--- src/lcdrst_defines.svh ---
/*
 * Constants of the LCD driver reset and initial-state block: register
 * offsets, field positions, reset values and timing counts.
 * Assumes it is included by its bare name from the shift and top modules.
 */
`ifndef LCDRST_DEFINES_SVH
`define LCDRST_DEFINES_SVH

// ****************************************************************
// APB register offsets (byte addresses)
// ****************************************************************
`define LCDRST_OFS_CMD 12'h000
`define LCDRST_OFS_STATUS 12'h004
`define LCDRST_OFS_CTRL 12'h008
`define LCDRST_OFS_POWER 12'h00c
`define LCDRST_OFS_ADDR 12'h010
`define LCDRST_OFS_ANALOG 12'h014
`define LCDRST_OFS_SERIAL 12'h018

// ****************************************************************
// Command register values
// ****************************************************************
`define LCDRST_CMD_SWRESET 8'he2
`define LCDRST_CMD_POWERSAVE 8'ha9

// ****************************************************************
// Status byte bit positions
// ****************************************************************
`define LCDRST_ST_BUSY 7
`define LCDRST_ST_MAP 6
`define LCDRST_ST_ONOFF 5
`define LCDRST_ST_RESET 4

// ****************************************************************
// Reset values
// ****************************************************************
`define LCDRST_RST_POWER 3'h0
`define LCDRST_RST_BIAS 1'h0
`define LCDRST_RST_INDIC 2'h0
`define LCDRST_RST_START 6'h00
`define LCDRST_RST_COLUMN 8'h00
`define LCDRST_RST_PAGE 4'h0
`define LCDRST_RST_DIVIDER 3'h0
`define LCDRST_RST_CONTRAST 6'h20
`define LCDRST_RST_NLINE 4'h0
`define LCDRST_RST_STATUS 8'hf0

// ****************************************************************
// Timing
// ****************************************************************
`define LCDRST_CLK_NS 10
`define LCDRST_INIT_NS 80
`define LCDRST_INIT_CYC ((`LCDRST_INIT_NS + `LCDRST_CLK_NS - 1) / `LCDRST_CLK_NS)
`define LCDRST_INIT_W 4

`endif

--- src/lcdrst_pkg.sv ---
/*
 * Types of the LCD driver reset and initial-state block.
 * Assumes lcdrst_defines.svh is available on the include path.
 */
package lcdrst_pkg;

    // ****************************************************************
    // Reset sequencer states
    // ****************************************************************
    typedef enum logic [2:0] {
        LCDRST_HW   = 3'b001,
        LCDRST_INIT = 3'b010,
        LCDRST_RUN  = 3'b100
    } lcdrst_state_e;

    // ****************************************************************
    // Settings restored only by the hardware reset
    // ****************************************************************
    typedef struct packed {
        logic display_on;
        logic inverse;
        logic seg_reverse;
        logic [2:0] power_ctrl;
        logic bias_1_7;
        logic nline_on;
        logic power_save;
        logic all_on;
        logic osc_on;
    } lcdrst_core_s;

    // ****************************************************************
    // Settings restored by either reset source
    // ****************************************************************
    typedef struct packed {
        logic [1:0] indicator;
        logic rmw;
        logic [5:0] start_line;
        logic [7:0] column;
        logic [3:0] page;
        logic com_reverse;
        logic [2:0] divider;
        logic contrast_mode;
        logic [5:0] contrast;
        logic [3:0] nline_count;
        logic test_mode;
    } lcdrst_soft_s;

endpackage

--- src/lcdrst_shift.sv ---
/*
 * Serial interface shift register of the LCD driver. Eight bits in,
 * most significant first, one byte out with a valid pulse.
 * Assumes serial strobes are synchronous to i_clk.
 */
`timescale 1ns/1ps
`include "lcdrst_defines.svh"

module lcdrst_shift (
    // Clock and clear
    input wire logic i_clk,
    input wire logic i_clear,
    // Serial input
    input wire logic i_bit_valid,
    input wire logic i_bit,
    // Byte output
    output logic [7:0] o_byte,
    output logic o_byte_valid,
    output logic [2:0] o_count
);

    logic [6:0] shift;

    // ****************************************************************
    // Shifting; a clear drops any partial byte
    // ****************************************************************
    always_ff @(posedge i_clk) begin
        o_byte_valid <= 1'b0;
        if (i_clear) begin
            shift <= 7'h00;
            o_count <= 3'h0;
            o_byte <= 8'h00;
        end else if (i_bit_valid) begin
            o_count <= o_count + 3'h1;
            if (o_count == 3'h7) begin
                o_byte <= {shift, i_bit};
                o_byte_valid <= 1'b1;
            end else begin
                shift <= {shift[5:0], i_bit};
            end
        end
    end

endmodule

--- src/lcdrst_top.sv ---
/*
 * Reset and initial-state logic of a dot-matrix LCD driver, with an
 * APB slave for the host's settings and commands.
 * Assumes APB signals synchronous to i_clk, and that the host pulses
 * hardware_reset_n after power-up.
 */
// Added by the designer: register access over APB and the register offsets.
// Behaviour
// - Reset low: display off, normal, normal mapping
// - Hardware reset: power bits zero, save off, oscillator stopped
// - Hardware reset discards partial serial bits
// - Hardware reset selects 1/9 bias
// - Hardware reset cancels multi-line inversion
// - Hardware reset disables all-pixels-on
// - Either reset clears static indicator bits
// - Either reset leaves read-modify-write mode
// - Either reset sets start line first
// - Either reset loads column counter zero
// - Either reset loads page zero
// - Either reset sets normal common scan
// - Either reset clears divider ratio register
// - Either reset: contrast mode off, midpoint
// - Either reset clears line count, test mode
// - Software reset restores only shared items
// - Reset low discharges drive and boost nodes
// - Status bit four shows resetting
// - Status bit seven shows busy
`timescale 1ns/1ps
`include "lcdrst_defines.svh"

module lcdrst_top (
    // Clock and reset
    input wire logic i_clk,
    input wire logic i_nrst,
    input wire logic i_hardware_reset_n,
    // APB slave
    input wire logic i_psel,
    input wire logic i_penable,
    input wire logic i_pwrite,
    input wire logic [11:0] i_paddr,
    input wire logic [31:0] i_pwdata,
    output logic [31:0] o_prdata,
    output logic o_pready,
    output logic o_pslverr,
    // Serial command input
    input wire logic i_ser_valid,
    input wire logic i_ser_bit,
    // Display and power controls
    output lcdrst_pkg::lcdrst_core_s o_core,
    output lcdrst_pkg::lcdrst_soft_s o_soft,
    output logic o_discharge_drive,
    output logic o_discharge_boost,
    output logic [7:0] o_status
);

    lcdrst_pkg::lcdrst_state_e state;
    lcdrst_pkg::lcdrst_state_e next_state;
    logic [`LCDRST_INIT_W-1:0] init_cnt;
    logic hw_rst;
    logic sw_rst;
    logic apb_wr;
    logic [7:0] ser_byte;
    logic ser_byte_valid;
    logic [2:0] ser_count;
    logic [7:0] next_status;

    // Hardware pin acts as reset together with the system reset
    assign hw_rst = !i_nrst || !i_hardware_reset_n;
    assign apb_wr = i_psel && i_penable && i_pwrite;

    function automatic logic is_cmd(input logic [7:0] b,
                                    input logic [7:0] code);
        is_cmd = (b == code);
    endfunction

    // Register write strobe for one offset
    function automatic logic wr_hit(input logic wr,
                                    input logic [11:0] a,
                                    input logic [11:0] ofs);
        wr_hit = wr && (a == ofs);
    endfunction

    // Offsets that answer without an error
    function automatic logic is_mapped(input logic [11:0] a);
        is_mapped = (a == `LCDRST_OFS_CMD) || (a == `LCDRST_OFS_STATUS)
            || (a == `LCDRST_OFS_CTRL) || (a == `LCDRST_OFS_POWER)
            || (a == `LCDRST_OFS_ADDR) || (a == `LCDRST_OFS_ANALOG)
            || (a == `LCDRST_OFS_SERIAL);
    endfunction

    // Software reset from APB command write or serial byte
    assign sw_rst = (wr_hit(apb_wr, i_paddr, `LCDRST_OFS_CMD)
                     && is_cmd(i_pwdata[7:0], `LCDRST_CMD_SWRESET))
                 || (ser_byte_valid
                     && is_cmd(ser_byte, `LCDRST_CMD_SWRESET));

    // ****************************************************************
    // Serial shift register
    // ****************************************************************
    lcdrst_shift i_lcdrst_shift (
        .i_clk(i_clk),
        .i_clear(hw_rst),
        .i_bit_valid(i_ser_valid),
        .i_bit(i_ser_bit),
        .o_byte(ser_byte),
        .o_byte_valid(ser_byte_valid),
        .o_count(ser_count)
    );

    // ****************************************************************
    // Reset sequencer
    // ****************************************************************
    always_comb begin
        next_state = state;
        unique case (state)
            lcdrst_pkg::LCDRST_HW: begin
                next_state = lcdrst_pkg::LCDRST_INIT;
            end
            lcdrst_pkg::LCDRST_INIT: begin
                if (init_cnt == `LCDRST_INIT_W'(`LCDRST_INIT_CYC - 1)) begin
                    next_state = lcdrst_pkg::LCDRST_RUN;
                end
            end
            lcdrst_pkg::LCDRST_RUN: begin
                // Only from here: a soft reset inside the init window is
                // not restarted, hosts wait for busy to clear first
                if (sw_rst) begin
                    next_state = lcdrst_pkg::LCDRST_INIT;
                end
            end
            default: begin
                next_state = lcdrst_pkg::LCDRST_HW;
            end
        endcase
    end

    always_ff @(posedge i_clk) begin
        if (hw_rst) begin
            state <= lcdrst_pkg::LCDRST_HW;
            init_cnt <= '0;
        end else begin
            state <= next_state;
            if (state == lcdrst_pkg::LCDRST_INIT) begin
                init_cnt <= init_cnt + `LCDRST_INIT_W'(1);
            end else begin
                init_cnt <= '0;
            end
        end
    end

    // ****************************************************************
    // Settings kept across a software reset
    // ****************************************************************
    always_ff @(posedge i_clk) begin
        if (hw_rst) begin
            o_core.display_on <= 1'b0;
            o_core.inverse <= 1'b0;
            o_core.seg_reverse <= 1'b0;
            o_core.power_ctrl <= `LCDRST_RST_POWER;
            o_core.power_save <= 1'b0;
            o_core.osc_on <= 1'b0;
            o_core.bias_1_7 <= `LCDRST_RST_BIAS;
            o_core.nline_on <= 1'b0;
            o_core.all_on <= 1'b0;
        end else if (wr_hit(apb_wr, i_paddr, `LCDRST_OFS_CTRL)) begin
            // Software reset leaves this group untouched
            o_core.display_on <= i_pwdata[0];
            o_core.inverse <= i_pwdata[1];
            o_core.seg_reverse <= i_pwdata[2];
            o_core.bias_1_7 <= i_pwdata[3];
            o_core.nline_on <= i_pwdata[4];
            o_core.all_on <= i_pwdata[5];
            o_core.osc_on <= i_pwdata[6];
        end else if (wr_hit(apb_wr, i_paddr, `LCDRST_OFS_POWER)) begin
            o_core.power_ctrl <= i_pwdata[2:0];
            o_core.power_save <= i_pwdata[3];
        end else if (wr_hit(apb_wr, i_paddr, `LCDRST_OFS_CMD)
                     && is_cmd(i_pwdata[7:0], `LCDRST_CMD_POWERSAVE)) begin
            // Host must do this before cutting the supply
            o_core.power_save <= 1'b1;
        end
    end

    // ****************************************************************
    // Settings restored by either reset source
    // ****************************************************************
    always_ff @(posedge i_clk) begin
        if (hw_rst || sw_rst) begin
            o_soft.indicator <= `LCDRST_RST_INDIC;
            o_soft.rmw <= 1'b0;
            o_soft.start_line <= `LCDRST_RST_START;
            o_soft.column <= `LCDRST_RST_COLUMN;
            o_soft.page <= `LCDRST_RST_PAGE;
            o_soft.com_reverse <= 1'b0;
            o_soft.divider <= `LCDRST_RST_DIVIDER;
            o_soft.contrast_mode <= 1'b0;
            o_soft.contrast <= `LCDRST_RST_CONTRAST;
            o_soft.nline_count <= `LCDRST_RST_NLINE;
            o_soft.test_mode <= 1'b0;
        end else if (wr_hit(apb_wr, i_paddr, `LCDRST_OFS_ADDR)) begin
            o_soft.column <= i_pwdata[7:0];
            o_soft.page <= i_pwdata[11:8];
            o_soft.start_line <= i_pwdata[17:12];
            o_soft.rmw <= i_pwdata[18];
            o_soft.com_reverse <= i_pwdata[19];
            o_soft.indicator <= i_pwdata[21:20];
        end else if (wr_hit(apb_wr, i_paddr, `LCDRST_OFS_ANALOG)) begin
            o_soft.divider <= i_pwdata[2:0];
            o_soft.contrast <= i_pwdata[8:3];
            o_soft.contrast_mode <= i_pwdata[9];
            o_soft.nline_count <= i_pwdata[13:10];
            o_soft.test_mode <= i_pwdata[14];
        end
    end

    // ****************************************************************
    // Discharge of generated voltages
    // ****************************************************************
    // Registered, so the discharge lags the pin by one edge
    always_ff @(posedge i_clk) begin
        o_discharge_drive <= hw_rst;
    end

    // Boost node has its own switch, so its own flip-flop
    always_ff @(posedge i_clk) begin
        o_discharge_boost <= hw_rst;
    end

    // ****************************************************************
    // Status byte
    // ****************************************************************
    // Reads decode the next state, so a status read right after a
    // command already reports busy
    always_comb begin
        next_status = 8'h00;
        next_status[`LCDRST_ST_BUSY] =
            (next_state != lcdrst_pkg::LCDRST_RUN) || hw_rst;
        next_status[`LCDRST_ST_MAP] = !o_core.seg_reverse;
        next_status[`LCDRST_ST_ONOFF] = !o_core.display_on;
        next_status[`LCDRST_ST_RESET] =
            (next_state != lcdrst_pkg::LCDRST_RUN) || hw_rst;
    end

    always_ff @(posedge i_clk) begin
        if (hw_rst) begin
            o_status <= `LCDRST_RST_STATUS;
        end else begin
            o_status <= next_status;
        end
    end

    // ****************************************************************
    // APB slave: zero wait states, error on unmapped address
    // ****************************************************************
    always_ff @(posedge i_clk) begin
        if (!i_nrst) begin
            o_pready <= 1'b0;
        end else begin
            o_pready <= i_psel && !i_penable;
        end
    end

    // Writes to an unmapped offset are dropped by the decode above
    always_ff @(posedge i_clk) begin
        if (!i_nrst) begin
            o_pslverr <= 1'b0;
        end else begin
            o_pslverr <= i_psel && !i_penable && !is_mapped(i_paddr);
        end
    end

    // Read data stands in the access cycle only, zero otherwise
    always_ff @(posedge i_clk) begin
        if (!i_nrst) begin
            o_prdata <= 32'h0;
        end else if (i_psel && !i_penable) begin
            unique case (i_paddr)
                `LCDRST_OFS_CMD: o_prdata <= 32'h0;
                `LCDRST_OFS_STATUS: o_prdata <= {24'h0, next_status};
                `LCDRST_OFS_CTRL: o_prdata <= {25'h0,
                    o_core.osc_on, o_core.all_on, o_core.nline_on,
                    o_core.bias_1_7, o_core.seg_reverse,
                    o_core.inverse, o_core.display_on};
                `LCDRST_OFS_POWER: o_prdata <= {28'h0,
                    o_core.power_save, o_core.power_ctrl};
                `LCDRST_OFS_ADDR: o_prdata <= {10'h0,
                    o_soft.indicator, o_soft.com_reverse, o_soft.rmw,
                    o_soft.start_line, o_soft.page, o_soft.column};
                `LCDRST_OFS_ANALOG: o_prdata <= {17'h0,
                    o_soft.test_mode, o_soft.nline_count,
                    o_soft.contrast_mode, o_soft.contrast,
                    o_soft.divider};
                `LCDRST_OFS_SERIAL: o_prdata <= {21'h0, ser_count,
                    ser_byte};
                default: o_prdata <= 32'h0;
            endcase
        end else begin
            o_prdata <= 32'h0;
        end
    end

endmodule

--- config.mk ---
export PLATFORM = sky130hd
export DESIGN_NAME = lcdrst_top
export DESIGN_NICKNAME = d
export VERILOG_FILES = /design/src/lcdrst_pkg.sv /design/src/lcdrst_shift.sv /design/src/lcdrst_top.sv
export VERILOG_INCLUDE_DIRS = /design/src
export SDC_FILE = /design/constraint.sdc
export NUM_CORES = 1
export LEC_CHECK = 0
export ABC_AREA = 1
export BUFFER_PORTS_ARGS = -buffer_cell sky130_fd_sc_hd__buf_2
export CAP_MARGIN = 10
export CORE_ASPECT_RATIO = 1.4
export CORE_MARGIN = 2
export CORE_UTILIZATION = 45
export CTS_BUF_LIST = sky130_fd_sc_hd__clkbuf_16
export DETAILED_ROUTE_END_ITERATION = 16
export PLACE_DENSITY = 0.84
export SLEW_MARGIN = 30
export SYNTH_ARGS = -nofsm -noshare
export SYNTH_HDL_FRONTEND = slang
export SYNTH_SLANG_ARGS = --single-unit
--- constraint.sdc ---
create_clock -name i_clk -period 1.59 [get_ports i_clk]
set_clock_uncertainty 0.2 [all_clocks]
set_input_delay 0.159 -clock i_clk [delete_from_list [all_inputs] [get_ports i_clk]]
set_output_delay 0.159 -clock i_clk [all_outputs]
set_load 0.02 [all_outputs]
# After elaboration in Yosys (flattened, before gate mapping)
# Cells that the tools add are included.
[word_totals]
ff_bits = 117
in_bits = 52
ram_bits = 0
mem_bits_ro = 0
latchBits = 0
memories = 0
out_inout_bits = 92
wordCells = 99
[classes]
mul = 0
shift = 0
reduce_logical = 38
addsub = 2
eq_ne = 15
order_cmp = 0
n_bitwise = 5
n_mux = 7
div_mod_pow = 0
[ops]
columns = ["operator", "n"]
rows = [
  ["$pmux 22 s6", 1],
  ["$eq 12x5->1 const B", 3],
  ["$eq 12x4->1 const B", 2],
  ["$eq 8x8->1 const B", 3],
  ["$eq 12x3->1 const B", 1],
  ["$logic_and 1x1->1", 12],
  ["$logic_not 12->1", 1],
  ["$reduce_and 2->1", 6],
  ["$logic_or 1x1->1", 10],
  ["$pmux 3 s3", 1],
  ["$eq 3x3->1 const B", 2],
  ["$logic_not 1->1", 6],
  ["$mux 3", 2],
  ["$not 1->1", 5],
  ["$add 4x1->4 const B", 1],
  ["$eq 4x3->1 const B", 1],
  ["$reduce_or 2->1", 2],
  ["$add 3x1->3 const B", 1],
  ["$eq 3x1->1 const B", 1],
  ["$eq 3x2->1 const B", 1],
  ["$mux 1", 3],
  ["$ne 3x3->1 const B", 1],
  ["$reduce_bool 2->1", 1],
]

# Depth between registers and ports, before layout
[logic_depth]
depth_word = 10
ltp_mapped = 10
depth_no_buf = 10

# Hierarchy
# From an unflattened synthesis, not the netlist that was laid out.
[unflattened]
cells_unflattened = 557
area_unflattened_um2 = 4291.6
[modules_own_cells]
columns = ["module", "area_each_um2", "cells_per_inst", "seq_area_each_um2", "instances"]
rows = [
  ["lcdrst_top", 3533.4, 459, 1661.6, 1],
  ["lcdrst_shift", 758.2, 98, 380.4, 1],
]

# Worst setup path after synthesis
# Ideal clock, no wire load.
[synth_timing]
kind = "reg-to-reg"
from = "register i_lcdrst_shift.o_count[0]"
to = "register i_lcdrst_shift.o_byte[6]"
required_time_ns = 1.320
path_stages_with_launch = 7
path_buffers = 1
period_less_slack_ns = 1.527
setup_time_ns = 0.070
setup_slack_ns = 0.063
t_arrival_ns = 1.257
path_cell_list = "dfxtp_1 ha_1 ha_1 nand2_1 clkbuf_1 o21ai_0 a21oi_1"
[synth_via]
elab_chain_len = 2
[synth_rtl]
columns = ["element", "line_no", "source"]
rows = [
  ["start, declared", "lcdrst_shift.sv:19", "output logic [2:0] o_count"],
  ["start signal, assigned", "lcdrst_shift.sv:34", "o_count <= o_count + 3'h1;"],
  ["$eq 3x3->1", "lcdrst_shift.sv:35", "if (o_count == 3'h7) begin"],
  ["$reduce_and 2->1 (no line)", "-", ""],
  ["end signal, assigned", "lcdrst_shift.sv:36", "o_byte <= {shift, i_bit};"],
  ["end, declared", "lcdrst_shift.sv:17", "output logic [7:0] o_byte,"],
]
# No other way between the ends.
# A chain may end at the register's enable or synchronous reset.

# Worst setup path in the final report
[layout_timing]
from = "register i_lcdrst_shift.o_count[0]"
to = "register i_lcdrst_shift.shift[1]"
[layout_via]
elab_chain_len = 3
[layout_rtl]
columns = ["element", "line_no", "source"]
rows = [
  ["$eq 3x3->1", "lcdrst_shift.sv:35", ""],
  ["$not 1->1 (no line)", "-", ""],
  ["$reduce_and 2->1 (no line)", "-", ""],
  ["end signal, assigned", "lcdrst_shift.sv:39", "shift <= {shift[5:0], i_bit};"],
  ["end, declared", "lcdrst_shift.sv:22", "logic [6:0] shift;"],
]
# No other way between the ends.

==> out/metrics.cfg <==
[outcome]
status=finished, final reports clean

[floorplanning]
row_count=41
start_util_pct=46.3
coreArea_sq_mm=0.00898
die_area_sq_mm=0.0100
num_io_pins=144
die_x_um=85.2
die_y_um=118

[critical_path]
cp-end-kind=flip-flop
r2r_cells=6
worst-r2r-setup-slack_ns=0.07
crit_required_ns=1.67
r2r-end=i_lcdrst_shift.shift[1]$_SDFFE_PP0P_
crit_fanout=7
critPathKind=flip-flop to flip-flop
reg2reg_from=i_lcdrst_shift.o_count[0]$_SDFFE_PP0P_
worst_ep_arrival_time_ns=1.60
worst_setup_path_start_kind=flip-flop

[synthesis]
yosysWarnings=0
seq_area_frac_synth_pct=49.1
synthDistinctLibCells=34
syn-mean-instance-area_sq_um=7.94
synth_seq_cells=102
syn_inst=523
syn_area_sq_mm=0.00416

[cells_and_area]
fillers=725
final_cell_mix=119 x buf_2, 101 x dfxtp_1, 76 x nand2_1
final_common_cell=buf_2
post_route_cells_drive_above_1_share_pct=31.4
nets=753
multi_input_area_sq_mm=0.00172
antenna_cells=0
seq_area_sq_mm=0.00204
fin_util_pct=63.8
area_growth_syn_to_layout_pct=37.9

[power]
peakVddDrop_uv=1170
power_leakage_nw=2.46
netSwitchingFraction_pct=21.1
internal_power_mw=4.41
pwr-share-clk_pct=48.0
comb_power_share_pct=5.8
switchingPower_mw=1.17
power.share.sequential_pct=46.2
p_per_area_mw_per_mm2=974

[route]
drt-total-wl_um=12500
firstDrtPassIters=8
drtIter0Drc=434
final_antenna_net_count=0
dr_total_vias=4324
drcViolationCount=0
via_per_inst=5.34
routedWlPerCell_um=15.4

[clocking]
cts_inserted_buffers=9
cts_sinks=102
clk_pin_slew_worst_paths_ns=0.07
clockRootBuffer=clkbuf_16
htreeDepth=3
clk_latency_ns=0.35
clock_path_buffers=2
tritoncts=done

[sta]
rsz0062_at_grt=yes
period_needed_ns=1.52
fmax_mhz=658
fin_ws_ns=0.0709
setup_violations=0
slew_viol_final=0
hold_viol=0
min_period_over_period_pct=95.5

[global_routing]
overflow=0
grt_max_degree=38
antenna_found_initial=0
grt_pass1_vias=3983
track_usage_pct=23.8
grt_pass1_wl_um=19100

[min_path]
min-delay-start=i_nrst
holdPathEnd=o_discharge_boost$_DFF_P_
hold_path.class=primary input to flip-flop
hold_depth=3

[placed_design]
gp_congestion=0.898
io_buffer_count=119
dpl.hpwl_um=8460
place_ws_ns=-0.242

[flow_run]
max_cap_violations=0

[cells in the mapped netlist]
library cell    n  area (sq um)
buf_2           4          20.0
nand2_2         5          31.3
buf_4          17           128
a21oi_1        51           255
nor2_2          1          6.26
nand2_1        78           293
nand3_1        36           180
a211oi_2        9           113
nand4_1         3          18.8
inv_2           6          22.5
o221ai_1        6          52.6
nand3_2         1          10.0
a211oi_1        5          37.5
nor3_2          2          20.0
inv_1          47           176
a221oi_1        3          26.3
nand3b_1        3          22.5
clkbuf_1        9          33.8
conb_1          1          3.75
o21ai_2         1          8.76
dfxtp_1       102          2040
o31ai_1         1          7.51
nor2_1         75           282
o21ai_0        31           155
buf_1           1          3.75
ha_1            3          37.5
buf_6           6          67.6
nor3_1          5          25.0
clkinv_1        1          3.75
clkinv_2        1          5.00
or2_2           1          6.26
o22ai_1         5          31.3
nor2_4          2          22.5
nor3b_1         1          7.51
[kinds of logic (layout without fill, tap and decap cells)]
group | count (synthesis) | in the layout | share of synthesized area (%)
AO/OA/AOI/OAI | 112 | 112 | 16.5
adder cells (fa/ha/maj) | 3 | 3 | 0.903
AND/OR/NAND/NOR | 213 | 213 | 22.3
other | 1 | 14 | 0.0902
flip-flops | 102 | 102 | 49.1
buffers and inverters | 92 | 259 | 11.1
[sequential cells by signal (all words and copies together), names as in the netlist]
| signal | flops |
|---|---|
| o_pready | 1 |
| init_cnt | 4 |
| o_discharge_boost | 1 |
| o_core | 11 |
| state | 3 |
| i_lcdrst_shift.o_count | 3 |
| i_lcdrst_shift.o_byte_valid | 1 |
| i_lcdrst_shift.shift | 7 |
| o_pslverr | 1 |
| i_lcdrst_shift.o_byte | 8 |
| o_prdata | 22 |
| o_soft | 37 |
| o_status | 3 |
[layout make-up]
cell class	count	share of cell area (%)
timing repair buffer	188	21.9
multi-input combinational	342	30.1
clock inverter	7	2.51
inverter	55	3.65
tap	107	2.34
clock buffer	9	3.93
sequential	102	35.6
[critical path, stage by stage (launching register included)]
cell and delay [ns]:
dfxtp_1 0.32, ha_1 0.20, ha_1 0.21, nor2_2 0.19, buf_4 0.17, o21ai_0 0.08, nor2_1 0.08
[worst max-delay path by stage]
stage | startpoint | end | slack (ns) | cells past startpoint
CTS | i_lcdrst_shift.o_count[0]$_SDFFE_PP0P_ | i_lcdrst_shift.shift[1]$_SDFFE_PP0P_ | 0.009 | 6
global placement | i_paddr[11] | o_prdata[1]$_SDFF_PN0_ | -0.14 | 9
detailed placement | i_paddr[11] | o_prdata[12]$_SDFF_PN0_ | -0.24 | 9
floorplan | i_lcdrst_shift.o_count[0]$_SDFFE_PP0P_ | i_lcdrst_shift.o_byte[6]$_SDFFE_PP0P_ | 0.06 | 6
global route | i_lcdrst_shift.o_byte[0]$_SDFFE_PP0P_ | o_prdata[7]$_SDFF_PN0_ | -0.05 | 9
finish | i_lcdrst_shift.o_count[0]$_SDFFE_PP0P_ | i_lcdrst_shift.shift[1]$_SDFFE_PP0P_ | 0.07 | 6
[repair_timing]
action                                 4_1_cts  5_1_grt
hold buffers                                22        0
buffers inserted                             0        2
setup endpoints to repair                    4       18
gates cloned                                 0        1
endpoints found under the hold margin       33        0
pin swaps                                    1        5
gates resized for setup                      2       10
[per-stage QoR]
step                      hold WS [ns]  power (mW)  cell area, sq um  cells  setup TNS [ns]
after floorplan                 0.0939        2.79              4200    536               0
after global placement           0.201        2.89              5070    769           -5.30
after detailed placement         0.213        2.90              5070    769           -8.71
after CTS                     0.000181        5.60              5670    807               0
after global routing            0.0143        5.73              5730    810          -0.226
final                           0.0275        5.58              5730    810               0
[per-layer routing]
layer  part of all wire [%]  track usage (%)  up-vias
li1                       -                -     2045
met1                     39             29.6     2001
met3                    8.7             5.40       36
met2                     49             39.3      242
met5                      0                0        -
met4                    3.0             10.1        0
[power by group through the flow]
stage | combinational [mW] | clock [mW] | sequential [mW]
4_1_cts | 0.307 | 2.71 | 2.58
6_report | 0.326 | 2.68 | 2.58
5_1_grt | 0.348 | 2.80 | 2.58
3_3_place_gp | 0.253 | 0 | 2.63
3_5_place_dp | 0.261 | 0 | 2.63
2_1_floorplan | 0.155 | 0 | 2.64
Power figures use the tool's default switching activity.
